$ cat config.mk
export PLATFORM = sky130hd
export DESIGN_NAME = cfsl_frame
export DESIGN_NICKNAME = d
export VERILOG_FILES = /design/src/cfsl_frame.v
export VERILOG_INCLUDE_DIRS = /design/src
export SDC_FILE = /design/constraint.sdc
export NUM_CORES = 1
export LEC_CHECK = 0
export BUFFER_PORTS_ARGS = -buffer_cell sky130_fd_sc_hd__buf_4
export CAP_MARGIN = 20
export CORE_ASPECT_RATIO = 1.2
export CORE_MARGIN = 3
export CORE_UTILIZATION = 49
export DETAILED_ROUTE_END_ITERATION = 10
export PLACE_DENSITY = 0.84
export SLEW_MARGIN = 20
export SYNTH_ARGS = -nofsm -noshare
export SYNTH_HDL_FRONTEND = slang
export SYNTH_SLANG_ARGS = --single-unit
$ cat constraint.sdc
create_clock -name clock -period 15.1 [get_ports clock]
set_clock_uncertainty 0.15 [all_clocks]
set_input_delay 0.755 -clock clock [delete_from_list [all_inputs] [get_ports clock]]
set_output_delay 0.755 -clock clock [all_outputs]
set_load 0.01 [all_outputs]
$ cat src/cfsl_regs.vh
// Purpose: constants of the CAN frame signalling logic
// Assumes: one bit_tick per bit time at the sample point
// Notes: levels are bus levels, 1 is recessive and 0 is dominant
//
// Summary of operation
// RULE1 - Remote frame: recessive RTR, no data, DLC ignored
// RULE2 - Remote DLC should match the data frame
// RULE3 - Error-active: six dominant bits as error flag
// RULE4 - Error-passive: recessive flag until six equal bits
// RULE5 - Flag violation makes others flag; six to twelve
// RULE6 - Wait recessive, then finish eight-bit delimiter
// RULE7 - New transmission only after delimiter and intermission
// RULE8 - Error while transmitting discards frame, schedules retry
// RULE9 - Any error frame deviation starts new error frame
// RULE10 - Overload only after intermission dominant, one bit later
// RULE11 - At most two overload frames per frame
// RULE12 - Overload frame never triggers retransmission
// RULE13 - Overload: six dominant, wait, seven recessive more
// RULE14 - Data frames need spacing; error/overload frames do not
// RULE15 - Intermission is three recessive bits, no starts
// RULE16 - Start only in idle; dominant there means SOF
// RULE17 - Recessive sent, dominant seen: drop to receiver
// RULE18 - Identifier MSB first, RTR last; lowest wins
// RULE19 - Identifiers with top eight bits ones forbidden
// RULE20 - Transmitter stuffs after five equal bits
// RULE21 - Receiver drops stuff bit, checks its polarity
// RULE22 - Fixed fields unstuffed, NRZ level per bit
// RULE23 - Identifier is 11 bits, sent bit 10 down
// RULE24 - Flag next bit; CRC error after ACK delimiter
// RULE25 - Flag type follows error-confinement input
`ifndef CFSL_REGS_VH
`define CFSL_REGS_VH

`define CFSL_RECESSIVE 1'h1
`define CFSL_DOMINANT 1'h0
`define CFSL_STUFF_RUN 3'h5
`define CFSL_FLAG_BITS 7'h06
`define CFSL_DELIM_BITS 7'h08
`define CFSL_EOF_BITS 7'h07
`define CFSL_INTER_BITS 7'h03
`define CFSL_SUSP_BITS 7'h08
`define CFSL_MAX_OVL 2'h2
`define CFSL_ID_BITS 11
`define CFSL_POS_RTR 7'h0c
`define CFSL_POS_DLC 7'h0f
`define CFSL_HDR_BITS 7'h13
`define CFSL_HDR_CRC_BITS 7'h22
`define CFSL_MAX_DATA 7'h40
`define CFSL_MAX_DLC 4'h8

`define CFSL_ERR_NONE 3'h0
`define CFSL_ERR_BIT 3'h1
`define CFSL_ERR_STUFF 3'h2
`define CFSL_ERR_FORM 3'h3
`define CFSL_ERR_ACK 3'h4
`define CFSL_ERR_CRC 3'h5

`endif

$ cat src/cfsl_frame.v
// Purpose: bit-level frame signalling of a CAN controller
// Assumes: bit_tick comes from bit timing logic on the same clock
// Notes: CRC value and check come from a separate CRC unit
`timescale 1ns/100ps
`default_nettype none
`include "cfsl_regs.vh"

module cfsl_frame (
	input wire clock,
	input wire rstn,
	input wire bit_tick,
	input wire can_rx,
	output reg can_tx,
	input wire err_passive,
	input wire tx_req,
	input wire [10:0] tx_id,
	input wire tx_rtr,
	input wire [3:0] tx_dlc,
	input wire [63:0] tx_data,
	input wire [14:0] tx_crc,
	input wire crc_bad,
	output reg tx_done,
	output reg tx_retry,
	output reg arb_lost,
	output reg rx_valid,
	output reg [10:0] rx_id,
	output reg rx_rtr,
	output reg [3:0] rx_dlc,
	output reg [63:0] rx_data,
	output reg dbit,
	output reg dbit_en,
	output reg hard_sync,
	output reg err_evt,
	output reg [2:0] err_code,
	output reg ovl_evt,
	output wire bus_idle
);

localparam [3:0] ST_IDLE = 4'h0;
localparam [3:0] ST_BODY = 4'h1;
localparam [3:0] ST_CRCD = 4'h2;
localparam [3:0] ST_ACKS = 4'h3;
localparam [3:0] ST_ACKD = 4'h4;
localparam [3:0] ST_EOF = 4'h5;
localparam [3:0] ST_INTER = 4'h6;
localparam [3:0] ST_SUSP = 4'h7;
localparam [3:0] ST_EFLAG = 4'h8;
localparam [3:0] ST_WAIT = 4'h9;
localparam [3:0] ST_DELIM = 4'ha;
localparam [3:0] ST_OFLAG = 4'hb;

reg rx_meta_q;
reg rx_s_q;
reg [3:0] st_q;
reg [6:0] cnt_q;
reg [6:0] pos_q;
reg [2:0] same_q;
reg last_q;
reg xmit_q;
reg pend_q;
reg susp_q;
reg fl_pas_q;
reg [1:0] ovl_q;

reg [2:0] err_c;
reg stuff_now;
reg lose_c;
reg [6:0] pos_n;
reg [2:0] same_n;
reg body_end;
reg body_tx;
reg [6:0] cnt_n;

// Destuffed data length; a remote frame has none whatever its DLC
function [6:0] data_len;
	input rtr;
	input [3:0] dlc;
	begin
		if (rtr) begin
			data_len = 7'h00; // [RULE1]
		end else if (dlc > `CFSL_MAX_DLC) begin
			data_len = `CFSL_MAX_DATA;
		end else begin
			data_len = {dlc, 3'h0};
		end
	end
endfunction

// Level of destuffed frame bit p of the pending message
function frame_bit;
	input [6:0] p;
	input [6:0] dl;
	reg [6:0] k;
	begin
		k = p - `CFSL_HDR_BITS;
		if (p == 7'h00) begin
			frame_bit = `CFSL_DOMINANT;
		end else if (p < `CFSL_POS_RTR) begin
			frame_bit = tx_id[4'hb - p[3:0]]; // [RULE23] [RULE18]
		end else if (p == `CFSL_POS_RTR) begin
			frame_bit = tx_rtr; // [RULE18] [RULE1]
		end else if (p < `CFSL_POS_DLC) begin
			frame_bit = `CFSL_DOMINANT;
		end else if (p < `CFSL_HDR_BITS) begin
			frame_bit = tx_dlc[2'h2 - p[1:0]];
		end else if (k < dl) begin
			frame_bit = tx_data[6'h3f - k[5:0]];
		end else begin
			k = k - dl;
			frame_bit = tx_crc[4'he - k[3:0]];
		end
	end
endfunction

assign bus_idle = (st_q == ST_IDLE);

////////////////////////////////////////////////////////////////////////
// Pin synchroniser; only rx_s_q is used by the frame logic
always @(posedge clock or negedge rstn) begin
	if (!rstn) begin
		rx_meta_q <= `CFSL_RECESSIVE;
		rx_s_q <= `CFSL_RECESSIVE;
	end else begin
		rx_meta_q <= can_rx;
		rx_s_q <= rx_meta_q;
	end
end

////////////////////////////////////////////////////////////////////////
// Error detection and stuffing arithmetic for the bit just sampled
always @* begin
	err_c = `CFSL_ERR_NONE;
	stuff_now = (st_q == ST_BODY) && (same_q == `CFSL_STUFF_RUN);
	lose_c = (st_q == ST_BODY) && xmit_q && !stuff_now && (pos_q != 7'h00)
		&& (pos_q <= `CFSL_POS_RTR) && can_tx && !rx_s_q; // [RULE17]
	pos_n = stuff_now ? pos_q : pos_q + 7'h01; // [RULE21]
	if (stuff_now || (rx_s_q != last_q)) begin
		same_n = 3'h1;
	end else begin
		same_n = same_q + 3'h1;
	end
	body_end = (pos_n == (`CFSL_HDR_CRC_BITS + data_len(rx_rtr, rx_dlc)))
		&& (same_n != `CFSL_STUFF_RUN);
	// A run of five forces the complement next, else the frame bit
	if (same_n == `CFSL_STUFF_RUN) begin
		body_tx = ~rx_s_q; // [RULE20]
	end else begin
		body_tx = frame_bit(pos_n, data_len(tx_rtr, tx_dlc));
	end
	// Passive flags count equal bits, active flags count sent bits
	if (fl_pas_q && (cnt_q != 7'h00) && (rx_s_q != last_q)) begin
		cnt_n = 7'h01; // [RULE4]
	end else begin
		cnt_n = cnt_q + 7'h01;
	end
	case (st_q)
	ST_BODY: begin
		if (stuff_now && (rx_s_q == last_q)) begin
			err_c = `CFSL_ERR_STUFF; // [RULE21] [RULE5]
		end else if (xmit_q && (rx_s_q != can_tx) && !lose_c) begin
			err_c = `CFSL_ERR_BIT;
		end
	end
	ST_CRCD, ST_ACKD, ST_EOF, ST_DELIM: begin
		if (!rx_s_q) begin
			err_c = `CFSL_ERR_FORM; // [RULE22] [RULE9] [RULE5]
		end else if ((st_q == ST_ACKD) && !xmit_q && crc_bad) begin
			err_c = `CFSL_ERR_CRC; // [RULE24]
		end
	end
	ST_ACKS: begin
		if (xmit_q && rx_s_q) begin
			err_c = `CFSL_ERR_ACK;
		end
	end
	ST_EFLAG: begin
		if (!fl_pas_q && rx_s_q) begin
			err_c = `CFSL_ERR_BIT; // [RULE9]
		end
	end
	ST_OFLAG: begin
		if (rx_s_q) begin
			err_c = `CFSL_ERR_BIT; // [RULE9]
		end
	end
	default: begin
		err_c = `CFSL_ERR_NONE;
	end
	endcase
end

////////////////////////////////////////////////////////////////////////
// Frame sequencer; all bus decisions are taken on bit_tick
always @(posedge clock or negedge rstn) begin
	if (!rstn) begin
		st_q <= ST_IDLE;
		cnt_q <= 7'h00;
		pos_q <= 7'h00;
		same_q <= 3'h0;
		last_q <= `CFSL_RECESSIVE;
		xmit_q <= 1'h0;
		pend_q <= 1'h0;
		susp_q <= 1'h0;
		fl_pas_q <= 1'h0;
		ovl_q <= 2'h0;
		can_tx <= `CFSL_RECESSIVE;
		tx_done <= 1'h0;
		tx_retry <= 1'h0;
		arb_lost <= 1'h0;
		rx_valid <= 1'h0;
		rx_id <= 11'h000;
		rx_rtr <= 1'h0;
		rx_dlc <= 4'h0;
		rx_data <= 64'h0;
		dbit <= 1'h0;
		dbit_en <= 1'h0;
		hard_sync <= 1'h0;
		err_evt <= 1'h0;
		err_code <= `CFSL_ERR_NONE;
		ovl_evt <= 1'h0;
	end else begin
		tx_done <= 1'h0;
		tx_retry <= 1'h0;
		arb_lost <= 1'h0;
		rx_valid <= 1'h0;
		dbit_en <= 1'h0;
		hard_sync <= 1'h0;
		err_evt <= 1'h0;
		ovl_evt <= 1'h0;
		// A request in the same cycle as completion stays pending
		if (tx_req) begin
			pend_q <= 1'h1;
		end
		if (bit_tick && (err_c != `CFSL_ERR_NONE)) begin
			// Flag goes out on the very next bit, no inter-frame space
			st_q <= ST_EFLAG; // [RULE24] [RULE14]
			cnt_q <= 7'h00;
			fl_pas_q <= err_passive; // [RULE25]
			can_tx <= err_passive ? `CFSL_RECESSIVE : `CFSL_DOMINANT; // [RULE3] [RULE4]
			last_q <= rx_s_q;
			err_evt <= 1'h1;
			err_code <= err_c;
			if (xmit_q) begin
				xmit_q <= 1'h0; // [RULE8]
				tx_retry <= 1'h1; // [RULE8]
				susp_q <= 1'h1;
			end
		end else if (bit_tick) begin
			case (st_q)
			ST_IDLE, ST_SUSP: begin
				cnt_q <= cnt_q + 7'h01;
				if (!rx_s_q) begin
					// Someone else's start of frame: join as receiver
					st_q <= ST_BODY; // [RULE16]
					pos_q <= 7'h01;
					same_q <= 3'h1;
					last_q <= `CFSL_DOMINANT;
					hard_sync <= 1'h1; // [RULE16]
					ovl_q <= 2'h0;
					susp_q <= 1'h0;
				end else if ((st_q == ST_SUSP) && (cnt_q == `CFSL_SUSP_BITS - 7'h01)) begin
					st_q <= ST_IDLE; // [RULE14]
					susp_q <= 1'h0;
				end else if ((st_q == ST_IDLE) && pend_q) begin
					st_q <= ST_BODY; // [RULE16]
					xmit_q <= 1'h1;
					pos_q <= 7'h00;
					same_q <= 3'h0;
					last_q <= `CFSL_RECESSIVE;
					can_tx <= `CFSL_DOMINANT;
					ovl_q <= 2'h0;
				end
			end
			ST_BODY: begin
				pos_q <= pos_n;
				same_q <= same_n;
				last_q <= rx_s_q;
				if (!stuff_now) begin
					dbit <= rx_s_q;
					dbit_en <= 1'h1;
					if ((pos_q != 7'h00) && (pos_q < `CFSL_POS_RTR)) begin
						rx_id <= {rx_id[9:0], rx_s_q}; // [RULE23]
					end else if (pos_q == `CFSL_POS_RTR) begin
						rx_rtr <= rx_s_q;
					end else if ((pos_q >= `CFSL_POS_DLC) && (pos_q < `CFSL_HDR_BITS)) begin
						rx_dlc <= {rx_dlc[2:0], rx_s_q};
					end else if ((pos_q >= `CFSL_HDR_BITS)
						&& (pos_q < `CFSL_HDR_BITS + data_len(rx_rtr, rx_dlc))) begin
						rx_data <= {rx_data[62:0], rx_s_q}; // [RULE1]
					end
				end
				if (lose_c) begin
					xmit_q <= 1'h0; // [RULE17]
					arb_lost <= 1'h1;
					can_tx <= `CFSL_RECESSIVE;
				end else if (body_end) begin
					st_q <= ST_CRCD; // [RULE22]
					can_tx <= `CFSL_RECESSIVE;
				end else if (xmit_q) begin
					can_tx <= body_tx; // [RULE20] [RULE22]
				end
			end
			ST_CRCD: begin
				st_q <= ST_ACKS;
				// Receivers with a good CRC pull the slot dominant
				can_tx <= xmit_q | crc_bad;
			end
			ST_ACKS: begin
				st_q <= ST_ACKD;
				can_tx <= `CFSL_RECESSIVE;
			end
			ST_ACKD: begin
				st_q <= ST_EOF;
				cnt_q <= 7'h00;
			end
			ST_EOF: begin
				cnt_q <= cnt_q + 7'h01;
				if (cnt_q == `CFSL_EOF_BITS - 7'h01) begin
					st_q <= ST_INTER;
					cnt_q <= 7'h00;
					if (xmit_q) begin
						xmit_q <= 1'h0;
						pend_q <= tx_req;
						tx_done <= 1'h1;
						susp_q <= 1'h1;
					end else begin
						rx_valid <= 1'h1;
					end
				end
			end
			ST_INTER: begin
				cnt_q <= cnt_q + 7'h01;
				if (!rx_s_q && ((cnt_q == `CFSL_INTER_BITS - 7'h01) || (ovl_q == `CFSL_MAX_OVL))) begin
					// Last intermission bit dominant, or overloads used up
					st_q <= ST_BODY; // [RULE11]
					pos_q <= 7'h01;
					same_q <= 3'h1;
					last_q <= `CFSL_DOMINANT;
					ovl_q <= 2'h0;
					susp_q <= 1'h0;
				end else if (!rx_s_q) begin
					// Overload reaction only; never raised on our own
					st_q <= ST_OFLAG; // [RULE10] [RULE11]
					cnt_q <= 7'h00;
					can_tx <= `CFSL_DOMINANT; // [RULE13]
					ovl_q <= ovl_q + 2'h1;
					ovl_evt <= 1'h1;
				end else if (cnt_q == `CFSL_INTER_BITS - 7'h01) begin
					// No start is possible before this point
					cnt_q <= 7'h00; // [RULE15] [RULE7]
					st_q <= (susp_q && err_passive) ? ST_SUSP : ST_IDLE; // [RULE14]
					susp_q <= susp_q && err_passive;
				end
			end
			ST_EFLAG, ST_OFLAG: begin
				cnt_q <= cnt_n;
				last_q <= rx_s_q;
				if (cnt_n == `CFSL_FLAG_BITS) begin
					st_q <= ST_WAIT; // [RULE3] [RULE4] [RULE13]
					can_tx <= `CFSL_RECESSIVE;
				end
			end
			ST_WAIT: begin
				// First recessive bit counts as delimiter bit one
				if (rx_s_q) begin
					st_q <= ST_DELIM; // [RULE6] [RULE13]
					cnt_q <= 7'h01;
				end
			end
			ST_DELIM: begin
				cnt_q <= cnt_q + 7'h01;
				if (cnt_q == `CFSL_DELIM_BITS - 7'h01) begin
					st_q <= ST_INTER; // [RULE6] [RULE7] [RULE12]
					cnt_q <= 7'h00;
				end
			end
			default: begin
				st_q <= ST_IDLE;
			end
			endcase
		end
	end
end

endmodule
`default_nettype wire

==> flow_metrics.tcl <==
set metrics [dict create \
    diodes 0 \
    die_area_um2 17900 \
    synth_top_area_share_pct 37.3 \
    arrival_ns 5.56 \
    cp_max_fo 22 \
    power_leakage_nw 4.73 \
    timing.rr.start "st_q[3]$_DFFE_PN0P_" \
    min_path_cells 0 \
    synth_top_family_by_area "compound AO/OA/AOI/OAI gates" \
    status "completed" \
    synth_area_leaders "dfrtp_1, mux2_2, ha_1, nand2_1, xnor2_1" \
    setup_ws_ns 9.73 \
    postRouteAntennaNets 0 \
    seq_area_frac_synth_pct 38.6 \
    yosys_warnings 0 \
    vias 7252 \
    dpl_worst_slack_ns 9.81 \
    drv_slew 0 \
    rr_endpoint "can_tx$_DFFE_PN1P_" \
    antenna_found_initial 0 \
    start_kind "flip-flop" \
    hold_start "rx_meta_q$_DFF_PN1_" \
    cts_setup_buffers 0 \
    worstPathRequired_ns 15.29 \
    cpMostUsedCell "xnor2_1" \
    finalSetupViolCount 0 \
    clockRootBuffer "clkbuf_16" \
    die_w_um 123 \
    cts_hold_buffers 0 \
    numCtsBuffers 17 \
    rsz0062_at_grt "no" \
    synth-xor-area-share_pct 2.96 \
    nets 1099 \
    ys.flop_type "dfrtp_1" \
    gp_congestion 0.949 \
    postSynthCellCount 804 \
    grt_pass1_wl_um 35800 \
    synth_common_cells "dfrtp_1, mux2_2, nand2_1, o21ai_0, nor2_1" \
    cts.clk_slew.worst_paths_ns 0.07 \
    max_slew.worst_pin.slew_ns 0.964 \
    end_kind "flip-flop" \
    yosys.area_share.simple_pct 15.0 \
    start_util_pct 50.7 \
    maxCapViolations 0 \
    critical_path.cell_chain "or2_0 > nor2_1 > mux2_2 > ha_1 > xnor2_1 > xnor2_1 > buf_4 > ha_1 > a21oi_1 > xnor2_1 > xor2_1 > or4_1 > a41o_1 > a311o_1 > o221a_1" \
    area_growth_pct 26.4 \
    grt_usage_pct 24.7 \
    worstRegToRegCells 15 \
    fmax_mhz 186 \
    synth_mux_area_share_pct 16.7 \
    max_slew_margin_pct 35.8 \
    cts_tree "done" \
    drive_gt1_share_pct 35.6 \
    via_per_inst 6.08 \
    num_rows 50 \
    drt_first_pass_iters 6 \
    synth.ff_latch_count 123 \
    die_h_um 146 \
    drtIter0Drc 780 \
    async_flop_share_pct 100 \
    wl_per_cell_um 18.8 \
    min_period_over_period_pct 35.6 \
    cts_sinks 123 \
    p_per_area_nw_per_um2 159 \
    holdPathEnd "rx_s_q$_DFF_PN1_" \
    grt_max_degree 70 \
    synth_fa_ha_area_share_pct 4.20 \
    clockBufferDepth 2 \
    final_hold_viol_count 0 \
    synth.distinct_cells 75 \
    synth_compound_area_share_pct 18.3 \
    synth_edf_count 0 \
    drc 0 \
    period_needed_ns 5.37 \
    reg2reg_slack_ns 9.73 \
    vdd_drop_max_mv 0.149 \
    wl_um 22400 \
    synth_fp_nets 932 \
    coreArea_um2 15800 \
    numPortBuffers 195 \
    hold_class "reg -> reg" \
    grt-ovfl-total 0 \
    yosysTopAreaCell "dfrtp_1" \
    fin_setup_tns_ns 0 \
    crit_type "reg -> reg" \
    clock_latency_ns 0.41 \
    grt_pass1_vias 6998 \
    dpl.hpwl_um 16500 \
    htreeDepth 4 \
    syn_area_per_cell_um2 9.93 \
    cts_resized 0 \
    yosysMostFrequentCell "dfrtp_1" \
    max_stage_delay_ns 0.73 \
    slowest_stage "nor2_1" \
    syn_area_um2 7990 \
    ios 196 \
]
## worst max path at each step
stage	start	to	slack (ns)
2_1_floorplan	same_q[1]$_DFFE_PN0P_	can_tx$_DFFE_PN1P_	10.16
3_3_place_gp	st_q[1]$_DFFE_PN0P_	can_tx$_DFFE_PN1P_	9.94
3_5_place_dp	st_q[1]$_DFFE_PN0P_	can_tx$_DFFE_PN1P_	9.81
4_1_cts	st_q[1]$_DFFE_PN0P_	can_tx$_DFFE_PN1P_	9.76
5_1_grt	st_q[1]$_DFFE_PN0P_	can_tx$_DFFE_PN1P_	9.36
6_report	st_q[3]$_DFFE_PN0P_	can_tx$_DFFE_PN1P_	9.73
## state kept, by name, indices dropped and copies added, names as in the netlist, 2 cells and up
| register | count |
|---|---|
| err_code | 3 |
| st_q | 4 |
| cnt_q | 7 |
| rx_data | 64 |
| rx_dlc | 4 |
| ovl_q | 2 |
| same_q | 3 |
| rx_id | 11 |
| pos_q | 7 |
## layout make-up
cell class                      instances  area [um^2]
Fill cell                            1277         5670
Multi-Input combinational cell        601         4570
Sequential cell                       123         3080
Timing Repair Buffer                  200         1500
Clock buffer                           19          443
Tap cell                              208          260
Clock inverter                         13          134
Inverter                               28          105
## logic make-up after synthesis
group / count (synthesis)
and+or+nand+nor: 235
muxes: 114
buffers and inverters: 80
xor gates and xnor gates: 27
adders and majority gates: 27
DFF: 123
AOI/OAI and AO/OA: 198
## cell usage in the layout (no fill, tap or decap), types with 9 or more instances in the layout
cell type and count:
mux2_2 93, xnor2_1 19, nor2_1 29, a211oi_1 16, mux2i_1 15, o22ai_1 12, buf_4 200, nand2b_1 14
inv_1 24, a21oi_1 28, nor3_1 27, nor2b_1 18, o31ai_1 12, a2111oi_0 13, nand2_1 70, nand3_1 24
dfrtp_1 119, ha_1 26, o21ai_0 32, clkbuf_16 17, and3_1 9
## worst max-delay path: cells and delay by family, from the launching register on
family | cells | cell delay, ns
muxes | 1 | 0.55
DFF | 1 | 0.62
xor gates and xnor gates | 4 | 0.60
buffers and inverters | 1 | 0.23
adders and majority gates | 2 | 0.54
AOI/OAI and AO/OA | 4 | 0.87
and+or+nand+nor | 3 | 1.74
## power breakdown
| part | internal (mW) | total, mW | switching, mW | leakage (nW) |
|---|---|---|---|---|
| clock | 0.236 | 0.396 | 0.160 | 0.279 |
| combinational | 0.339 | 0.789 | 0.451 | 2.78 |
| sequential | 0.357 | 0.420 | 0.0628 | 1.67 |
| total | 0.932 | 1.61 | 0.674 | 4.73 |
## per-stage QoR
| step | area (um^2) | power (mW) | cells | utilization (%) | hold WS (ns) |
|---|---|---|---|---|---|
| 2_1_floorplan | 7990 | 1.01 | 804 | - | 0.195 |
| 3_3_place_gp | 9520 | 1.19 | 1160 | 60.4 | 0.197 |
| 3_5_place_dp | 9520 | 1.20 | 1160 | 60.4 | 0.199 |
| 4_1_cts | 10100 | 1.60 | 1192 | 64.0 | 0.209 |
| 5_1_grt | 10100 | 1.71 | 1192 | 64.0 | 0.212 |
| 6_report | 10100 | 1.61 | 1192 | 64.0 | 0.208 |
## metal layers
metal / vias up / track usage, % / routed length [um]
met4: 0 / 8.01 / 436
met3: 39 / 4.78 / 1770
li1: 3357 / - / -
met5: - / 0 / 0
met1: 3475 / 32.5 / 9220
met2: 381 / 40.8 / 10900
Power figures use the tool's default switching activity.
